--- src/mcuih_regs.vh ---
// Constants for the microcontroller interrupt handler.
`ifndef MCUIH_REGS_VH
`define MCUIH_REGS_VH
`define MCUIH_NSRC 8
`define MCUIH_SRC_EXT0 0
`define MCUIH_SRC_TMR0 1
`define MCUIH_SRC_EXT1 2
`define MCUIH_SRC_TMR1 3
`define MCUIH_SRC_SER 4
`define MCUIH_SRC_USB 5
`define MCUIH_SRC_VBUS 6
`define MCUIH_GLOBAL_EN_BIT 7
`define MCUIH_VEC_RESET 16'h0000
`define MCUIH_VEC_EXT0 16'h0003
`define MCUIH_VEC_TMR0 16'h000B
`define MCUIH_VEC_EXT1 16'h0013
`define MCUIH_VEC_TMR1 16'h001B
`define MCUIH_VEC_SER 16'h0023
`define MCUIH_VEC_USB 16'h0043
`define MCUIH_VEC_VBUS 16'h007B
`define MCUIH_ENABLE_RESET 8'h00
`define MCUIH_LEVEL_RESET 8'h00
`define MCUIH_DETECT_CYCLES 1
`define MCUIH_CALL_CYCLES 3'h4
`define MCUIH_LF_DIV_CYCLES 2
`endif

--- src/mcuih_top.v ---
// Interrupt handler: pending flags, enables, two-level arbitration and vector call.
`timescale 1ns/1ps
// Overview of operation
// - Seven request sources, each assigned to one of two priority levels.
// - Valid events set pending flags even when the source is disabled.
// - Enabled pending request causes long call after current instruction completes.
// - Per-source enables act only while the global enable is one.
// - Request may be taken during a global-enable clear before a single-cycle instruction; here i_instr_single_cycle is unused and the enable is sampled live.
// - Flag still set after return raises a new request at once.
// - Software setting a pending flag acts like a real event.
// - First external source selects edge or level detection.
// - Polarity select chooses pin, edge direction and active level.
// - Second external source requests every two low-frequency oscillator cycles when selected.
// - Otherwise second external source requests on oscillator resume.
// - Reset leaves both external pending flags set.
// - High preempts low, nothing preempts high, all default low.
// - Higher level first, then fixed source order.
// - Sample every clock; fastest response is five cycles.
// - After a return, one more instruction runs before the next call.
// - Equal or lower requests wait for return and next instruction.
// - Requests during memory write stall wait for the stall end.
// - Each source has a fixed vector address.
// - Hardware clears external and timer flags on vectoring; others stay set.
// - Enable and level bits sit in matching register positions.
`include "mcuih_regs.vh"
module mcuih_top (
  input wire i_ref_clk,
  input wire i_rst_b,
  input wire [7:0] i_irq_enable_reg,
  input wire [7:0] i_irq_level_reg,
  input wire [7:0] i_ext_enable_reg_one,
  input wire [7:0] i_ext_enable_reg_two,
  input wire [7:0] i_ext_level_reg_one,
  input wire [7:0] i_ext_level_reg_two,
  input wire i_ext0_trigger_select,
  input wire i_ext0_polarity_select,
  input wire i_ext1_source_select,
  input wire i_pin_p00,
  input wire i_pin_p02,
  input wire i_lf_osc_tick,
  input wire i_osc_resume,
  input wire i_timer0_overflow,
  input wire i_timer1_overflow,
  input wire i_serial_rx_event,
  input wire i_serial_tx_event,
  input wire i_usb_request,
  input wire i_bus_voltage_request,
  input wire [3:0] i_flag_set_wr,
  input wire [3:0] i_flag_clr_wr,
  input wire [1:0] i_serial_set_wr,
  input wire [1:0] i_serial_clr_wr,
  input wire i_instr_boundary,
  input wire i_instr_single_cycle,
  input wire i_return_from_irq,
  input wire i_stall,
  output reg o_long_call,
  output reg [15:0] o_vector,
  output reg o_call_busy,
  output reg o_ext0_pending,
  output reg o_timer0_overflow_pending,
  output reg o_ext1_pending,
  output reg o_timer1_overflow_pending,
  output reg o_serial_rx_pending,
  output reg o_serial_tx_pending,
  output reg [1:0] o_in_service
);
  localparam ST_IDLE = 2'd0;
  localparam ST_CALL = 2'd1;
  localparam [2:0] CALL_LAST = `MCUIH_CALL_CYCLES - 3'h1;

  reg [1:0] state;
  reg [2:0] call_cnt;
  reg [2:0] call_src;
  reg call_high;
  reg ext0_pin_q;
  reg lf_half;
  reg after_return;
  reg ext0_event;
  reg ext0_sample;
  reg [6:0] pend;
  reg [6:0] en;
  reg [6:0] lvl;
  reg [6:0] req;
  reg [2:0] next_src;
  reg next_high;
  reg next_found;
  reg take;
  reg gate_ok;
  integer k;

  always @* begin
    ext0_sample = i_ext0_polarity_select ? ~i_pin_p02 : i_pin_p00;
    ext0_event = i_ext0_trigger_select ? (ext0_sample & ~ext0_pin_q) : ext0_sample;
  end

  always @* begin
    pend = {i_bus_voltage_request, i_usb_request,
            o_serial_rx_pending | o_serial_tx_pending, o_timer1_overflow_pending,
            o_ext1_pending, o_timer0_overflow_pending, o_ext0_pending};
    en = {i_ext_enable_reg_two[0], i_ext_enable_reg_one[1], i_irq_enable_reg[4:0]};
    lvl = {i_ext_level_reg_two[0], i_ext_level_reg_one[1], i_irq_level_reg[4:0]};
    // The global enable is sampled live, so a clear racing a request may lose.
    req = pend & en & {7{i_irq_enable_reg[`MCUIH_GLOBAL_EN_BIT]}};
  end

  // Lower index wins within a level; the loop runs downward so index 0 ends last.
  always @* begin
    next_src = 3'd0;
    next_high = 1'b0;
    next_found = 1'b0;
    for (k = 6; k >= 0; k = k - 1) begin
      if (req[k] & lvl[k]) begin
        next_src = k[2:0];
        next_high = 1'b1;
        next_found = 1'b1;
      end
    end
    if (!next_found) begin
      for (k = 6; k >= 0; k = k - 1) begin
        if (req[k]) begin
          next_src = k[2:0];
          next_found = 1'b1;
        end
      end
    end
    if (next_high)
      gate_ok = ~o_in_service[1];
    else
      gate_ok = (o_in_service == 2'b00);
    take = next_found & gate_ok & (state == ST_IDLE) & i_instr_boundary & ~i_stall
           & ~after_return;
  end

  function [15:0] vec_of;
    input [2:0] s;
    begin
      case (s)
        3'd0: vec_of = `MCUIH_VEC_EXT0;
        3'd1: vec_of = `MCUIH_VEC_TMR0;
        3'd2: vec_of = `MCUIH_VEC_EXT1;
        3'd3: vec_of = `MCUIH_VEC_TMR1;
        3'd4: vec_of = `MCUIH_VEC_SER;
        3'd5: vec_of = `MCUIH_VEC_USB;
        3'd6: vec_of = `MCUIH_VEC_VBUS;
        default: vec_of = `MCUIH_VEC_RESET;
      endcase
    end
  endfunction

  always @(posedge i_ref_clk or negedge i_rst_b) begin
    if (!i_rst_b) begin
      state <= ST_IDLE;
      call_cnt <= 3'd0;
      call_src <= 3'd0;
      call_high <= 1'b0;
      ext0_pin_q <= 1'b0;
      lf_half <= 1'b0;
      after_return <= 1'b0;
      o_long_call <= 1'b0;
      o_vector <= `MCUIH_VEC_RESET;
      o_call_busy <= 1'b0;
      o_ext0_pending <= 1'b1;
      o_ext1_pending <= 1'b1;
      o_timer0_overflow_pending <= 1'b0;
      o_timer1_overflow_pending <= 1'b0;
      o_serial_rx_pending <= 1'b0;
      o_serial_tx_pending <= 1'b0;
      o_in_service <= 2'b00;
    end else begin
      ext0_pin_q <= ext0_sample;
      o_long_call <= 1'b0;
      if (i_ext1_source_select && i_lf_osc_tick)
        lf_half <= ~lf_half;

      // Clears come first so a same-cycle event or software set wins.
      if (i_flag_clr_wr[0] || (take && next_src == 3'd0))
        o_ext0_pending <= 1'b0;
      if (i_flag_clr_wr[1] || (take && next_src == 3'd1))
        o_timer0_overflow_pending <= 1'b0;
      if (i_flag_clr_wr[2] || (take && next_src == 3'd2))
        o_ext1_pending <= 1'b0;
      if (i_flag_clr_wr[3] || (take && next_src == 3'd3))
        o_timer1_overflow_pending <= 1'b0;
      if (i_serial_clr_wr[0])
        o_serial_rx_pending <= 1'b0;
      if (i_serial_clr_wr[1])
        o_serial_tx_pending <= 1'b0;
      if (ext0_event || i_flag_set_wr[0])
        o_ext0_pending <= 1'b1;
      if (i_timer0_overflow || i_flag_set_wr[1])
        o_timer0_overflow_pending <= 1'b1;
      if ((i_ext1_source_select && i_lf_osc_tick && lf_half)
          || (!i_ext1_source_select && i_osc_resume) || i_flag_set_wr[2])
        o_ext1_pending <= 1'b1;
      if (i_timer1_overflow || i_flag_set_wr[3])
        o_timer1_overflow_pending <= 1'b1;
      if (i_serial_rx_event || i_serial_set_wr[0])
        o_serial_rx_pending <= 1'b1;
      if (i_serial_tx_event || i_serial_set_wr[1])
        o_serial_tx_pending <= 1'b1;

      // One instruction must complete after a return before another call.
      if (i_return_from_irq) begin
        after_return <= 1'b1;
        if (o_in_service[1])
          o_in_service[1] <= 1'b0;
        else
          o_in_service[0] <= 1'b0;
      end else if (after_return && i_instr_boundary && !i_stall) begin
        after_return <= 1'b0;
      end

      case (state)
        ST_IDLE: begin
          if (take) begin
            state <= ST_CALL;
            call_src <= next_src;
            call_high <= next_high;
            call_cnt <= 3'd0;
            o_call_busy <= 1'b1;
          end
        end
        ST_CALL: begin
          if (call_cnt == CALL_LAST) begin
            state <= ST_IDLE;
            o_long_call <= 1'b1;
            o_vector <= vec_of(call_src);
            o_call_busy <= 1'b0;
            if (call_high)
              o_in_service[1] <= 1'b1;
            else
              o_in_service[0] <= 1'b1;
          end else begin
            call_cnt <= call_cnt + 3'd1;
          end
        end
        default: state <= ST_IDLE;
      endcase
    end
  end
endmodule // mcuih_top

--- config.mk ---
export PLATFORM = sky130hd
export DESIGN_NAME = mcuih_top
export DESIGN_NICKNAME = d
export VERILOG_FILES = /design/src/mcuih_top.v
export VERILOG_INCLUDE_DIRS = /design/src
export SDC_FILE = /design/constraint.sdc
export NUM_CORES = 1
export LEC_CHECK = 0
export ABC_AREA = 1
export BUFFER_PORTS_ARGS = -buffer_cell sky130_fd_sc_hd__clkbuf_2
export CAP_MARGIN = 10
export CORE_UTILIZATION = 37
export CTS_CLUSTER_SIZE = 24
export DETAILED_ROUTE_END_ITERATION = 6
export PLACE_DENSITY = 0.74
export SLEW_MARGIN = 20
export SYNTH_ARGS = -nofsm -noshare
export SYNTH_HDL_FRONTEND = slang
export SYNTH_SLANG_ARGS = --single-unit
--- constraint.sdc ---
create_clock -name i_ref_clk -period 1.7 [get_ports i_ref_clk]
set_input_delay 0 -clock i_ref_clk [delete_from_list [all_inputs] [get_ports i_ref_clk]]
set_output_delay 0 -clock i_ref_clk [all_outputs]
set_load 0.005 [all_outputs]
==> flow_summary.toml <==
[floorplan]
die_x_um = 65.0
num_rows = 22
die_h_um = 65.0
coreArea_um2 = 3740
dieArea_um2 = 4230
start_util = 0.392
io_pins = 105

[place]
dp_hpwl_mm = 2.39
dpl_worst_slack_ns = -0.109
portBuffers = 60
gp_congestion = 0.901
place_inst = 306

[timing]
fmax_mhz = 569
relSlewSlack = 0.589
finalCritPeriodShare = 1.03
slew_viol_final = 0
setup_viol_count_final = 4
rsz0062_at_grt = "true"
finalHoldViolations = 0
tightestPinTransition_ns = 0.616
period_minus_slack_ns = 1.76
finalClockSkew_ns = 0.00303
setup_tns_ns = -0.157
setup_ws_ns = -0.0569

[clock_network]
insertion_delay_ns = 0.27
numCtsBuffers = 3
cts_tree = "done"
numClockSinks = 25
root_buffer = "clkbuf_8"
clkSlewWorstSetupHoldPaths_ns = 0.09
htreeDepth = 1
cts.path.max_buffers = 2

[pwr]
p_leak_uw = 0.00122
p_comb_frac = 0.366
p_per_area_nw_per_um2 = 899
power_uw = 1960
p_switching_uw = 655
sequentialPowerShare = 0.454
switching_share = 0.335
intPower_uw = 1300
peakVddDrop_mv = 0.403
clkPwrFrac = 0.180

[cells_and_area]
layout-drive-gt1-share = 0.393
num-nets-final = 367
antenna-diode-count = 0
stdcell_count = 333
final_util = 0.581
nFillCells = 357
multi_input_area_um2 = 729
final-seq-area_um2 = 628
syn2layout_area_growth_pct = 48.1

[run_status]
outcome = "finished, violations left"
violations = "setup timing"

[worst_hold_path]
hold_class = "primary input to flip-flop"

[routing]
via_per_inst = 4.38
vias = 1457
wl_mm = 3.21
routedWlPerCell_um = 9.65
drc_errors = 0
ant_nets = 0
drtIter0Drc = 52
dr.pass1.iters = 4

[logic_synthesis]
yosys_warnings = 0
synth-seq-cells = 25
ys_seq_area_frac = 0.428
synth_area_per_cell_um2 = 7.73
syn_area_um2 = 1470
ys_types = 34
syn-instance-count = 190

[critical_path]
cp.arrival_ns = 1.93
start_kind = "flip-flop"
reg2reg_slack_ns = -0.06
crit_fanout = 4
critical_path_class = "flip-flop to flip-flop"
end_kind = "flip-flop"
required_ns = 1.87

[global_routing]
antenna_found_initial = 0
grt_pass1_wl_mm = 5.04
grt_max_degree = 26
grt.overflow.total = 0
grt_use_total = 0.154
grt_pass1_vias = 1262

[job]
max_cap_violations = 0
## layout by cell type, fill, tap and decap left out, drive strengths merged, types with 2 or more instances in the layout
cell / synthesis / layout
nor2: 21 / 21
a21oi: 5 / 5
o21ai: 12 / 12
nand2: 57 / 57
clkbuf: 0 / 63
buf: 13 / 15
inv: 25 / 25
a21o: 2 / 2
o211ai: 2 / 2
dlygate4sd3: 0 / 20
dfstp: 2 / 2
dfrtp: 23 / 23
nand3: 13 / 13
nand4: 2 / 2
conb: 1 / 10
ha: 2 / 2
## critical path, cell delays in order (launching register included)
cell,delay (ns)
dfstp_2,0.54
nand2_2,0.07
nor2_4,0.10
nand2_2,0.08
nand2_4,0.08
nor2_4,0.04
nand2_2,0.07
inv_2,0.05
o21ai_2,0.05
and2_4,0.19
nand2_2,0.07
a21oi_2,0.14
nand2_1,0.07
nand2_1,0.06
nand2_1,0.05
## state kept, by name, summed over array words and instances (netlist names)
register and count:
after_return 1, call_cnt 3, call_high 1, call_src 3, ext0_pin_q 1, lf_half 1
o_call_busy 1, o_ext0_pending 1, o_ext1_pending 1, o_in_service 2, o_long_call 1, o_serial_rx_pending 1
o_serial_tx_pending 1, o_timer0_overflow_pending 1, o_timer1_overflow_pending 1, o_vector 5
## per-stage QoR
step	cell area, µm²	hold WS, ns
after floorplan	1510	-0.296
after global placement	1850	0.0392
after detailed placement	1850	0.0460
after CTS	2110	0.0188
after global routing	2180	0.0434
final	2180	0.0241
## per-layer routing
layer  vias to the layer above  GRT usage  part of all wire
li1                        776          -                 -
met1                       630      0.186              0.45
met2                        46      0.270              0.49
met3                         5     0.0246             0.052
met4                         0     0.0652             0.012
met5                         -          0                 0
## cell families (layout without fill, tap and decap cells)
group           Yosys count  count (layout)  synth area share
compound gates           26              26             0.108
fa+ha+maj                 2               2            0.0170
buf+inv                  38             124             0.137
flops                    25              25             0.428
mux                       1               1           0.00681
other cells               1              10           0.00255
simple gates             97              97             0.301
## power by group through the flow
| stage | clock, µW | combinational [µW] | sequential, µW |
|---|---|---|---|
| after floorplan | 0 | 397 | 901 |
| after global placement | 0 | 639 | 894 |
| after detailed placement | 0 | 650 | 901 |
| after CTS | 369 | 694 | 889 |
| after global routing | 402 | 820 | 911 |
| final | 352 | 716 | 888 |
## Yosys cell counts (all sizes together)
| cell | instances | area (µm²) |
|---|---|---|
| nor3 | 1 | 5.00 |
| inv | 25 | 96.3 |
| dfstp | 2 | 52.6 |
| a22o | 1 | 8.76 |
| a21o | 2 | 15.0 |
| and3 | 1 | 6.26 |
| nand3 | 13 | 87.6 |
| dfrtp | 23 | 576 |
| nand4 | 2 | 12.5 |
| nor2 | 21 | 88.8 |
| o21ai | 12 | 63.8 |
| nor4 | 1 | 6.26 |
| conb | 1 | 3.75 |
| buf | 13 | 105 |
| mux2i | 1 | 10.0 |
| a21oi | 5 | 28.8 |
| a211oi | 1 | 7.51 |
| o22ai | 1 | 6.26 |
| o211ai | 2 | 15.0 |
| o21a | 1 | 7.51 |
| ha | 2 | 25.0 |
| nand2 | 57 | 229 |
| and2 | 1 | 6.26 |
| a31oi | 1 | 6.26 |
## repair_timing
action	4_1_cts	5_1_grt
buffers inserted	0	3
hold buffers	20	0
endpoints found under the setup margin	7	9
pin swaps	1	5
hold endpoints to repair	32	0
gates resized for setup	5	11
## final timing paths
path                                 startpoint                        end  cells after the start
hold reg to reg                     o_vector[6]                o_vector[6]                      1
hold / removal             i_ext1_source_select                    lf_half                      3
setup reg to reg                 o_ext0_pending  o_timer1_overflow_pending                     14
max in group asynchronous               i_rst_b                  call_high                      2
min in group asynchronous               i_rst_b            o_in_service[1]                      2
setup / recovery                 o_ext0_pending  o_timer1_overflow_pending                     14
## cell type report
type                            instances  area share
Inverter                               25      0.0443
Timing Repair Buffer                   95       0.282
Tap cell                               48      0.0276
Multi-Input combinational cell        136       0.335
Clock buffer                            3      0.0190
Sequential cell                        25       0.289
Clock inverter                          1     0.00345
Note: power is estimated with default switching activity, not from simulation.
